$ cat config.mk
export PLATFORM = sky130hd
export DESIGN_NAME = pmic_power_state_controller
export DESIGN_NICKNAME = d
export VERILOG_FILES = /design/src/hw/sync2.v /design/src/hw/pmic_power_state_controller.v
export VERILOG_INCLUDE_DIRS = /design/src /design/src/shared
export SDC_FILE = /design/constraint.sdc
export NUM_CORES = 1
export LEC_CHECK = 0
export ABC_AREA = 1
export BUFFER_PORTS_ARGS = -buffer_cell sky130_fd_sc_hd__buf_2
export CAP_MARGIN = 10
export CORE_MARGIN = 2
export CORE_UTILIZATION = 63
export CTS_CLUSTER_SIZE = 40
export DETAILED_ROUTE_END_ITERATION = 7
export PLACE_DENSITY = 0.93
export SLEW_MARGIN = 20
export SYNTH_ARGS = -nofsm -noshare
export SYNTH_HDL_FRONTEND = slang
export SYNTH_SLANG_ARGS = --single-unit
export TNS_END_PERCENT = 100
$ cat constraint.sdc
create_clock -name sys_clk -period 4.2 [get_ports sys_clk]
set_clock_uncertainty 0.05 [all_clocks]
set_input_delay 1.26 -clock sys_clk [delete_from_list [all_inputs] [get_ports sys_clk]]
set_output_delay 1.26 -clock sys_clk [all_outputs]
set_load 0.1 [all_outputs]
$ cat src/shared/pmic_psc_consts.vh
// constants for the power state controller: map, fields, codes, timing
`ifndef PMIC_PSC_CONSTS_VH
`define PMIC_PSC_CONSTS_VH

// timing
`define CLK_MHZ 40
`define SLOT_TIME_US 2000
`define SLOT_CYC (`SLOT_TIME_US * `CLK_MHZ)
`define FAIL_TIME_MS 2000
`define FAIL_CYC (`FAIL_TIME_MS * 1000 * `CLK_MHZ)
`define DLY_UNIT_US 1000
`define DLY_UNIT_CYC (`DLY_UNIT_US * `CLK_MHZ)
`define N_SLOTS 3'h5
`define LAST_IDX 3'h4

// register addresses (15-bit control interface address)
`define ADDR_POWER_STATE 15'h4003
`define ADDR_SYS_STATUS 15'h400d
`define ADDR_BACKUP_CTRL 15'h4010
`define ADDR_SCRATCH 15'h4011
`define ADDR_PROG_KEY 15'h4012

// field positions
`define BIT_SYS_ON 15
`define BIT_SLEEP 14
`define DLY_MSB 11
`define DLY_LSB 10
`define BIT_UNCLOCKED 0
`define BIT_AON_KEEP 1

// reset values
`define PWR_DLY_RST 2'h0
`define SCRATCH_RST 16'h0000
`define BACKUP_CTRL_RST 2'h0

// program entry/exit key pair
`define PROG_KEY1 16'h5a5a
`define PROG_KEY2 16'ha5a5

// readable main state codes
`define CODE_OFF 5'h00
`define CODE_PROG 5'h0b
`define CODE_SLEEP 5'h1c
`define CODE_ON 5'h1f
`define CODE_SEQ_ON 5'h01
`define CODE_SEQ_OFF 5'h02
`define CODE_SEQ_SLEEP 5'h03
`define CODE_SEQ_WAKE 5'h04
`define CODE_BACKUP 5'h05
`define CODE_NOPWR 5'h06

`endif

$ cat src/hw/sync2.v
// two flip-flop synchroniser for a bus of independent levels
module sync2 #(
   parameter W = 1,
   parameter [W-1:0] RST_VAL = {W{1'b0}}
) (
   input wire sys_clk,
   input wire srst,
   input wire [W-1:0] d,
   output reg [W-1:0] q
);
   reg [W-1:0] meta_q;

   always @(posedge sys_clk) begin
      if (srst) begin
         meta_q <= RST_VAL;
         q <= RST_VAL;
      end else begin
         meta_q <= d;
         q <= meta_q;
      end
   end
endmodule // sync2

$ cat src/hw/pmic_power_state_controller.v
// main power state machine with timeslot sequencer and spi register port
`include "pmic_psc_consts.vh"

module pmic_power_state_controller #(
   parameter N_SUP = 10,
   parameter TW = 27,
   parameter SLOT_CYCLES = `SLOT_CYC,
   parameter FAIL_CYCLES = `FAIL_CYC,
   parameter DLY_UNIT_CYCLES = `DLY_UNIT_CYC
) (
   input wire sys_clk,
   input wire srst,
   input wire on_pin,
   input wire core_supply_por_ok,
   input wire core_supply_reset_ok,
   input wire wdog_off_req,
   input wire [N_SUP-1:0] supply_good,
   input wire cfg_from_bootstrap_eeprom,
   input wire [3*N_SUP-1:0] otp_on_slots,
   input wire [3*N_SUP-1:0] otp_sleep_slots,
   input wire [3*N_SUP-1:0] eeprom_on_slots,
   input wire [3*N_SUP-1:0] eeprom_sleep_slots,
   input wire spi_cs_n,
   input wire spi_sclk,
   input wire spi_mosi,
   output reg spi_miso_q,
   output reg spi_miso_oe_q,
   output reg [N_SUP-1:0] supply_en_q,
   output reg always_on_regulator_en_q,
   output reg reset_pin_n_q,
   output reg rtc_run_q,
   output reg rtc_freeze_q,
   output reg [4:0] main_state_q,
   output reg [3:0] enter_done_q,
   output reg seq_fail_q
);
   localparam ST_NOPWR = 3'h0;
   localparam ST_BACKUP = 3'h1;
   localparam ST_OFF = 3'h2;
   localparam ST_ON = 3'h3;
   localparam ST_SLEEP = 3'h4;
   localparam ST_PROG = 3'h5;
   localparam ST_DELAY = 3'h6;
   localparam ST_SEQ = 3'h7;

   localparam K_ON = 2'h0;
   localparam K_OFF = 2'h1;
   localparam K_SLEEP = 2'h2;
   localparam K_WAKE = 2'h3;

   // 32-bit copies first, then cut to the timer width on purpose
   localparam [31:0] SLOT_M1_W = SLOT_CYCLES - 1;
   localparam [31:0] FAIL_M1_W = FAIL_CYCLES - 1;
   localparam [31:0] DLY_U_W = DLY_UNIT_CYCLES;
   localparam [TW-1:0] SLOT_M1 = SLOT_M1_W[TW-1:0];
   localparam [TW-1:0] FAIL_M1 = FAIL_M1_W[TW-1:0];
   localparam [TW-1:0] DLY_U = DLY_U_W[TW-1:0];
   localparam SW = 6 + N_SUP;

   // ---------------- input synchronisers ----------------
   wire [SW-1:0] sync_out;
   wire on_s;
   wire por_s;
   wire rstok_s;
   wire cs_n_s;
   wire sclk_s;
   wire mosi_s;
   wire [N_SUP-1:0] good_s;

   // core supplies assumed good, supply_good low and chip select idle while in reset
   sync2 #(
      .W(SW),
      .RST_VAL({1'b0, 1'b1, 1'b1, 1'b1, 1'b0, 1'b0, {N_SUP{1'b0}}})
   ) u_sync (
      .sys_clk(sys_clk),
      .srst(srst),
      .d({on_pin, core_supply_por_ok, core_supply_reset_ok, spi_cs_n,
          spi_sclk, spi_mosi, supply_good}),
      .q(sync_out)
   );
   assign {on_s, por_s, rstok_s, cs_n_s, sclk_s, mosi_s, good_s} = sync_out;

   reg on_prev_q;
   reg sclk_prev_q;
   wire on_rise = on_s & ~on_prev_q;
   wire sclk_rise = sclk_s & ~sclk_prev_q;
   wire sclk_fall = ~sclk_s & sclk_prev_q;

   always @(posedge sys_clk) begin
      if (srst) begin
         on_prev_q <= 1'b0;
         sclk_prev_q <= 1'b0;
      end else begin
         on_prev_q <= on_s;
         sclk_prev_q <= sclk_s;
      end
   end

   // ---------------- state registers ----------------
   reg [2:0] state_q;
   reg [1:0] kind_q;
   reg [2:0] idx_q;
   reg [TW-1:0] tmr_q;
   reg [TW-1:0] fail_q;

   // register file
   reg [1:0] pwr_dly_q;
   reg unclocked_q;
   reg aon_keep_q;
   reg [15:0] scratch_q;
   reg prog_arm_q;

   // spi write commit
   reg wr_q;
   reg [14:0] wr_addr_q;
   reg [15:0] wr_data_q;

   wire lost = (state_q == ST_NOPWR) | (state_q == ST_BACKUP);
   wire busy = (state_q == ST_DELAY) | (state_q == ST_SEQ);
   wire sys_on = (state_q == ST_ON) | (state_q == ST_SLEEP) |
                 (busy & (kind_q != K_ON));

   wire ps_wr = wr_q & (wr_addr_q == `ADDR_POWER_STATE);
   wire off_wr = ps_wr & ~wr_data_q[`BIT_SYS_ON];
   wire sleep_wr = ps_wr & wr_data_q[`BIT_SYS_ON] &
                   wr_data_q[`BIT_SLEEP];
   wire wake_wr = ps_wr & wr_data_q[`BIT_SYS_ON] &
                  ~wr_data_q[`BIT_SLEEP];
   wire key_wr = wr_q & (wr_addr_q == `ADDR_PROG_KEY);
   wire prog_go = key_wr & prog_arm_q &
                  (wr_data_q == `PROG_KEY2);

   // ---------------- slot matching ----------------
   wire [3*N_SUP-1:0] on_slots = cfg_from_bootstrap_eeprom ?
                                 eeprom_on_slots : otp_on_slots;
   wire [3*N_SUP-1:0] sleep_slots = cfg_from_bootstrap_eeprom ?
                                    eeprom_sleep_slots :
                                    otp_sleep_slots;
   wire use_on_tab = (kind_q == K_ON) | (kind_q == K_OFF);
   wire [3*N_SUP-1:0] act_slots = use_on_tab ? on_slots : sleep_slots;
   wire ascend = (kind_q == K_ON) | (kind_q == K_SLEEP);
   // off and wake walk the slots backwards
   wire [2:0] cur_slot = ascend ? idx_q + 3'h1 : `N_SLOTS - idx_q;
   wire powering = (kind_q == K_ON) | (kind_q == K_WAKE);
   // in on and wake sequences a slot stretches until every enabled supply reports good
   wire settled = ~powering | (&(~supply_en_q | good_s));
   wire [TW-1:0] dly_cyc = {{(TW-2){1'b0}}, pwr_dly_q} * DLY_U;

   reg [N_SUP-1:0] slot_hit;
   reg [N_SUP-1:0] on_assigned;
   integer i;

   always @* begin
      slot_hit = {N_SUP{1'b0}};
      on_assigned = {N_SUP{1'b0}};
      for (i = 0; i < N_SUP; i = i + 1) begin
         slot_hit[i] = (act_slots[3*i +: 3] == cur_slot);
         on_assigned[i] = (on_slots[3*i +: 3] != 3'h0);
      end
   end

   // ---------------- main state machine ----------------
   always @(posedge sys_clk) begin
      if (srst) begin
         state_q <= ST_OFF;
         kind_q <= K_ON;
         idx_q <= 3'h0;
         tmr_q <= {TW{1'b0}};
         fail_q <= {TW{1'b0}};
         supply_en_q <= {N_SUP{1'b0}};
         enter_done_q <= 4'h0;
         seq_fail_q <= 1'b0;
      end else begin
         enter_done_q <= 4'h0;
         seq_fail_q <= 1'b0;
         if (!por_s) begin
            state_q <= ST_NOPWR;
            supply_en_q <= {N_SUP{1'b0}};
         end else if (!rstok_s) begin
            // supply drops override any running sequence
            if (state_q != ST_BACKUP) begin
               enter_done_q[3] <= 1'b1;
            end
            state_q <= ST_BACKUP;
            supply_en_q <= {N_SUP{1'b0}};
         end else begin
            case (state_q)
               ST_NOPWR, ST_BACKUP: begin
                  state_q <= ST_OFF;
                  enter_done_q[0] <= 1'b1;
               end
               ST_OFF: begin
                  supply_en_q <= {N_SUP{1'b0}};
                  if (on_rise) begin
                     state_q <= ST_SEQ;
                     kind_q <= K_ON;
                     idx_q <= 3'h0;
                     tmr_q <= {TW{1'b0}};
                     fail_q <= {TW{1'b0}};
                  end else if (prog_go) begin
                     state_q <= ST_PROG;
                  end
               end
               ST_PROG: begin
                  if (prog_go) begin
                     state_q <= ST_OFF;
                     enter_done_q[0] <= 1'b1;
                  end
               end
               ST_ON: begin
                  if (on_rise | wdog_off_req | off_wr) begin
                     state_q <= ST_DELAY;
                     kind_q <= K_OFF;
                     tmr_q <= {TW{1'b0}};
                     // unsequenced supplies drop at once on an off event
                     supply_en_q <= supply_en_q & on_assigned;
                  end else if (sleep_wr) begin
                     state_q <= ST_DELAY;
                     kind_q <= K_SLEEP;
                     tmr_q <= {TW{1'b0}};
                  end
               end
               ST_SLEEP: begin
                  if (wdog_off_req | off_wr) begin
                     state_q <= ST_DELAY;
                     kind_q <= K_OFF;
                     tmr_q <= {TW{1'b0}};
                     supply_en_q <= supply_en_q & on_assigned;
                  end else if (wake_wr | on_rise) begin
                     state_q <= ST_DELAY;
                     kind_q <= K_WAKE;
                     tmr_q <= {TW{1'b0}};
                  end
               end
               ST_DELAY: begin
                  // new requests are not looked at here
                  if (tmr_q >= dly_cyc) begin
                     state_q <= ST_SEQ;
                     idx_q <= 3'h0;
                     tmr_q <= {TW{1'b0}};
                  end else begin
                     tmr_q <= tmr_q + 1'b1;
                  end
               end
               ST_SEQ: begin
                  if (kind_q == K_ON) begin
                     fail_q <= fail_q + 1'b1;
                  end
                  if (kind_q == K_ON && fail_q == FAIL_M1) begin
                     state_q <= ST_OFF;
                     supply_en_q <= {N_SUP{1'b0}};
                     seq_fail_q <= 1'b1;
                     enter_done_q[0] <= 1'b1;
                  end else if (tmr_q == {TW{1'b0}}) begin
                     tmr_q <= {{(TW-1){1'b0}}, 1'b1};
                     if (powering) begin
                        supply_en_q <= supply_en_q | slot_hit;
                     end else begin
                        supply_en_q <= supply_en_q & ~slot_hit;
                     end
                  end else if (tmr_q >= SLOT_M1 && settled) begin
                     tmr_q <= {TW{1'b0}};
                     if (idx_q == `LAST_IDX) begin
                        case (kind_q)
                           K_ON, K_WAKE: begin
                              state_q <= ST_ON;
                              enter_done_q[1] <= 1'b1;
                           end
                           K_SLEEP: begin
                              state_q <= ST_SLEEP;
                              enter_done_q[2] <= 1'b1;
                           end
                           default: begin
                              state_q <= ST_OFF;
                              supply_en_q <= {N_SUP{1'b0}};
                              enter_done_q[0] <= 1'b1;
                           end
                        endcase
                     end else begin
                        idx_q <= idx_q + 3'h1;
                     end
                  end else begin
                     tmr_q <= tmr_q + 1'b1;
                  end
               end
               default: begin
                  state_q <= ST_OFF;
               end
            endcase
         end
      end
   end

   // ---------------- state-driven outputs ----------------
   always @(posedge sys_clk) begin
      if (srst) begin
         main_state_q <= `CODE_OFF;
         reset_pin_n_q <= 1'b0;
         rtc_run_q <= 1'b1;
         rtc_freeze_q <= 1'b0;
         always_on_regulator_en_q <= 1'b0;
      end else begin
         case (state_q)
            ST_OFF: main_state_q <= `CODE_OFF;
            ST_ON: main_state_q <= `CODE_ON;
            ST_SLEEP: main_state_q <= `CODE_SLEEP;
            ST_PROG: main_state_q <= `CODE_PROG;
            ST_BACKUP: main_state_q <= `CODE_BACKUP;
            ST_NOPWR: main_state_q <= `CODE_NOPWR;
            default: begin
               case (kind_q)
                  K_ON: main_state_q <= `CODE_SEQ_ON;
                  K_OFF: main_state_q <= `CODE_SEQ_OFF;
                  K_SLEEP: main_state_q <= `CODE_SEQ_SLEEP;
                  default: main_state_q <= `CODE_SEQ_WAKE;
               endcase
            end
         endcase
         // processor held in reset until the on sequence completes
         reset_pin_n_q <= sys_on;
         rtc_run_q <= (state_q != ST_NOPWR) &
                      ~((state_q == ST_BACKUP) & unclocked_q);
         rtc_freeze_q <= (state_q == ST_BACKUP) & unclocked_q;
         always_on_regulator_en_q <= ~lost &
            ((state_q != ST_OFF) | aon_keep_q);
      end
   end

   // ---------------- register file ----------------
   always @(posedge sys_clk) begin
      if (srst || lost) begin
         pwr_dly_q <= `PWR_DLY_RST;
         prog_arm_q <= 1'b0;
      end else if (wr_q) begin
         if (wr_addr_q == `ADDR_POWER_STATE) begin
            pwr_dly_q <= wr_data_q[`DLY_MSB:`DLY_LSB];
         end
         if (key_wr) begin
            prog_arm_q <= (wr_data_q == `PROG_KEY1) &
                          ((state_q == ST_OFF) | (state_q == ST_PROG));
         end
      end
   end

   // scratch and backup options survive backup, not a loss of power
   always @(posedge sys_clk) begin
      if (srst || state_q == ST_NOPWR) begin
         scratch_q <= `SCRATCH_RST;
         {aon_keep_q, unclocked_q} <= `BACKUP_CTRL_RST;
      end else if (wr_q && wr_addr_q == `ADDR_SCRATCH) begin
         scratch_q <= wr_data_q;
      end else if (wr_q && wr_addr_q == `ADDR_BACKUP_CTRL) begin
         unclocked_q <= wr_data_q[`BIT_UNCLOCKED];
         aon_keep_q <= wr_data_q[`BIT_AON_KEEP];
      end
   end

   reg [15:0] rd_data;

   // status field has no write path at all
   always @* begin
      case (wr_addr_q)
         `ADDR_POWER_STATE: rd_data = {sys_on, state_q == ST_SLEEP, 2'h0,
                                       pwr_dly_q, 10'h000};
         `ADDR_SYS_STATUS: rd_data = {11'h000, main_state_q};
         `ADDR_BACKUP_CTRL: rd_data = {14'h0000, aon_keep_q, unclocked_q};
         `ADDR_SCRATCH: rd_data = scratch_q;
         `ADDR_PROG_KEY: rd_data = {15'h0000, prog_arm_q};
         default: rd_data = 16'h0000;
      endcase
   end

   // ---------------- spi slave, mode 0, 32-bit frames ----------------
   // sclk is oversampled, so it must stay below about sys_clk / 6
   reg [5:0] bitcnt_q;
   reg [15:0] shreg_q;
   reg rd_q;
   reg [15:0] obuf_q;

   always @(posedge sys_clk) begin
      if (srst || lost) begin
         bitcnt_q <= 6'h00;
         shreg_q <= 16'h0000;
         rd_q <= 1'b0;
         obuf_q <= 16'h0000;
         wr_q <= 1'b0;
         wr_addr_q <= 15'h0000;
         wr_data_q <= 16'h0000;
         spi_miso_q <= 1'b0;
         spi_miso_oe_q <= 1'b0;
      end else begin
         wr_q <= 1'b0;
         if (cs_n_s) begin
            bitcnt_q <= 6'h00;
            rd_q <= 1'b0;
            spi_miso_oe_q <= 1'b0;
         end else begin
            if (sclk_rise) begin
               shreg_q <= {shreg_q[14:0], mosi_s};
               bitcnt_q <= bitcnt_q + 6'h01;
               if (bitcnt_q == 6'h0f) begin
                  rd_q <= shreg_q[14];
                  wr_addr_q <= {shreg_q[13:0], mosi_s};
               end
               if (bitcnt_q == 6'h1f && !rd_q) begin
                  wr_q <= 1'b1;
                  wr_data_q <= {shreg_q[14:0], mosi_s};
               end
            end
            if (bitcnt_q == 6'h10 && sclk_rise == 1'b0 &&
                sclk_fall == 1'b0 && rd_q && !spi_miso_oe_q) begin
               obuf_q <= rd_data;
               spi_miso_oe_q <= 1'b1;
            end else if (sclk_fall && spi_miso_oe_q) begin
               spi_miso_q <= obuf_q[15];
               obuf_q <= {obuf_q[14:0], 1'b0};
            end
         end
      end
   end
endmodule // pmic_power_state_controller

==> impl_metrics.toml <==
[clocking]
cts_resized = 0
ctsHtreeMaxLevel = 1
cts_buffers = 22
cts_sinks = 213
hold_buffers = 0
root_buffer = "clkbuf_16"
cts_tree = "done"
clk_pin_slew_worst_paths_ns = 0.06
cts_setup_buffers = 0
clk-insertion-delay-late_ns = 0.51
cts_buffer_depth = 3

[job]
drv_cap = 0

[pwr]
sequentialPowerShare_pct = 29.5
cellPowerDensity_mw_per_mm2 = 596
p_int_uw = 4440
swShare_pct = 47.2
power_uw = 8420
ir_worst_vdd_mv = 0.470
power_switching_uw = 3980
p_leak_uw = 0.00647
combPwrFrac_pct = 48.5
clockPowerShare_pct = 21.9

[synthesis]
synthTopCellsByArea = "dfxtp_1, nand2_1, nor2_1, inv_1, o21ai_0"
synth_ff_type = "dfxtp_1"
yosysWarnings = 0
synth_cells = 1970
ys_seq_area_share_pct = 33.8
synth_top_area_cell = "dfxtp_1"
synth_cell_type_count = 53
synth_nets = 2134
syn_area_per_cell_um2 = 6.40
synth-edff-count = 0
synth-async-reset-ratio_pct = 0
ys_ff_latch = 213
synth_top_area_share_pct = 33.8
syn_area_mm2 = 0.0126

[setup_path]
path_delay_family = "buffers and inverters"
critPathLaunchType = "flop"
worstSetupEndpointType = "flop"
crit_required_ns = 4.56
crit_chain = "clkinv_1, ha_1, inv_1, nand2_1, o21ai_0, buf_4, inv_1, nand2_1, nand2_1, nor2_1, nand3_1, nand3_1, nand2_1, nor2_1, nor2_1"
cp_num_buf_inv = 4
path_class = "flop to flop"
crit_fanout = 14
path_common_cell = "nand2_1"
crit_path_max_incr_delay_ns = 0.74
arrival_ns = 3.42
critPathSlowestCell = "dfxtp_1"

[sta]
rsz0062_at_grt = "no"
relSlewSlack_pct = 33.6
fin_crit_sh_pct = 73.0
slew_violations = 0
layout_min_cycle_time_ns = 3.06
worst_pin_slew_ns = 0.992
fmax_mhz = 326
hold_viol = 0
tns_ns = 0
setup_viol = 0

[route]
drt-initial-drc-count = 973
drc = 0
drt_pass1_iterations = 6
vias = 13123
antenna_left = 0
routed_wl_um = 36600
wl_per_cell_um = 15.4
vias_per_cell = 5.54

[global_routing]
grt_overflow = 0
grt_max_degree = 61
antenna_found_initial = 0
grt_util_all_layers_pct = 33.4
first_global_vias = 12284
grt_pass1_wl_um = 59700

[finish]
nets = 2259
final_area_mm2 = 0.0141
drive_gt1_share_pct = 13.5
area_growth_pct = 12.1
n_antenna_cell = 0

[floorplanning]
core_mm2 = 0.0195
start_util_pct = 64.6
io_pins = 166
dieArea_mm2 = 0.0212
die_h_um = 145
die_w_um = 145
rows = 51

[placed_design]
io_buffers = 165
hpwl_um = 27200
placed_cell_area_mm2 = 0.0135
routabilityCongestion = 0.974

[hold_path]
hold_path_class = "flop to flop"

[status]
status = "completed"
[synth_stat cells, drive strengths merged, types with 12 or more instances]
cell,number
o21ai,132
clkbuf,32
nor3,39
nand4,40
nand2,531
nor2,284
o211ai,17
a21oi,119
nand3,125
xor2,36
dfxtp,213
ha,24
buf,42
inv,248
a211oi,12
or2,19
[flip-flops by register name (all words and copies together) (netlist names), 4 cells and up]
register / count
supply_en_q: 10
bitcnt_q: 6
fail_q: 27
tmr_q: 27
enter_done_q: 4
obuf_q: 16
main_state_q: 5
u_sync.meta_q: 16
shreg_q: 15
wr_addr_q: 15
u_sync.q: 16
wr_data_q: 16
scratch_q: 16
[layout make-up]
| cell class | count | area, um^2 |
|---|---|---|
| multi-input combinational | 1432 | 7000 |
| fill | 1673 | 5400 |
| sequential | 213 | 4260 |
| inverter | 250 | 943 |
| timing repair buffer | 176 | 921 |
| clock buffer | 31 | 644 |
| tap | 265 | 332 |
| clock inverter | 2 | 21.3 |
[power groups by stage]
stage | sequential [uW] | combinational, uW | clock (uW)
floorplan | 2950 | 2790 | 0
global placement | 2510 | 3950 | 0
detailed placement | 2520 | 4020 | 0
CTS | 2480 | 4050 | 1850
global route | 2510 | 4550 | 1920
finish | 2490 | 4090 | 1840
[metrics by stage]
stage	hold slack, ns	utilization (%)	std cells	setup slack (ns)
finish	0.350	72.3	2369	1.14
global route	0.370	72.3	2369	0.850
global placement	0.340	68.9	2336	0.940
CTS	0.356	72.3	2369	1.14
floorplan	0.338	-	1970	1.49
detailed placement	0.345	68.9	2336	0.934
[logic make-up after synthesis]
family	Yosys count	share of synthesized area, %
DFF	213	33.8
and+or+nand+nor	1061	37.0
AOI/OAI and AO/OA	307	13.4
adders and majority gates	24	2.38
xor gates and xnor gates	40	2.78
buffers and inverters	325	10.7
[worst reg2reg max path, delay by kind of cell (launching register included)]
family,cells,cell delay (ns)
simple gates,9,0.76
buf+inv,4,0.95
compound gates,1,0.07
flops,1,0.74
fa+ha+maj,1,0.41
[layer usage]
layer  wire [um]  GRT usage (%)  vias to the layer above
met2       17600           59.4                      548
met1       15300           41.3                     5951
met4        1110           11.4                        0
li1            -              -                     6547
met5           0              0                        -
met3        2570           4.80                       77
[final timing paths]
path	startpoint	slack [ns]	depth (start not counted)	to
setup / recovery	idx_q[0]$_SDFFE_PP0P_	1.14	15	supply_en_q[3]$_SDFFE_PP0P_
hold / removal	u_sync.meta_q[10]$_SDFF_PP0_	0.35	2	u_sync.q[10]$_SDFF_PP0_
setup reg to reg	idx_q[0]$_SDFFE_PP0P_	1.14	15	supply_en_q[3]$_SDFFE_PP0P_
hold reg to reg	u_sync.meta_q[10]$_SDFF_PP0_	0.35	2	u_sync.q[10]$_SDFF_PP0_
[cell usage in the layout, fill, tap and decap left out, types with 17 or more instances in the layout]
master | netlist | layout
o21ai_0 | 126 | 125
nor3_1 | 38 | 38
buf_2 | 27 | 165
dfxtp_1 | 213 | 213
clkbuf_16 | 0 | 22
nand3_1 | 119 | 119
nand4_1 | 38 | 38
nand2_1 | 520 | 520
o211ai_1 | 17 | 17
xor2_1 | 36 | 36
a21oi_1 | 117 | 117
or2_2 | 18 | 18
ha_1 | 24 | 24
nor2_1 | 260 | 260
inv_1 | 237 | 237
Power figures use the tool's default switching activity.
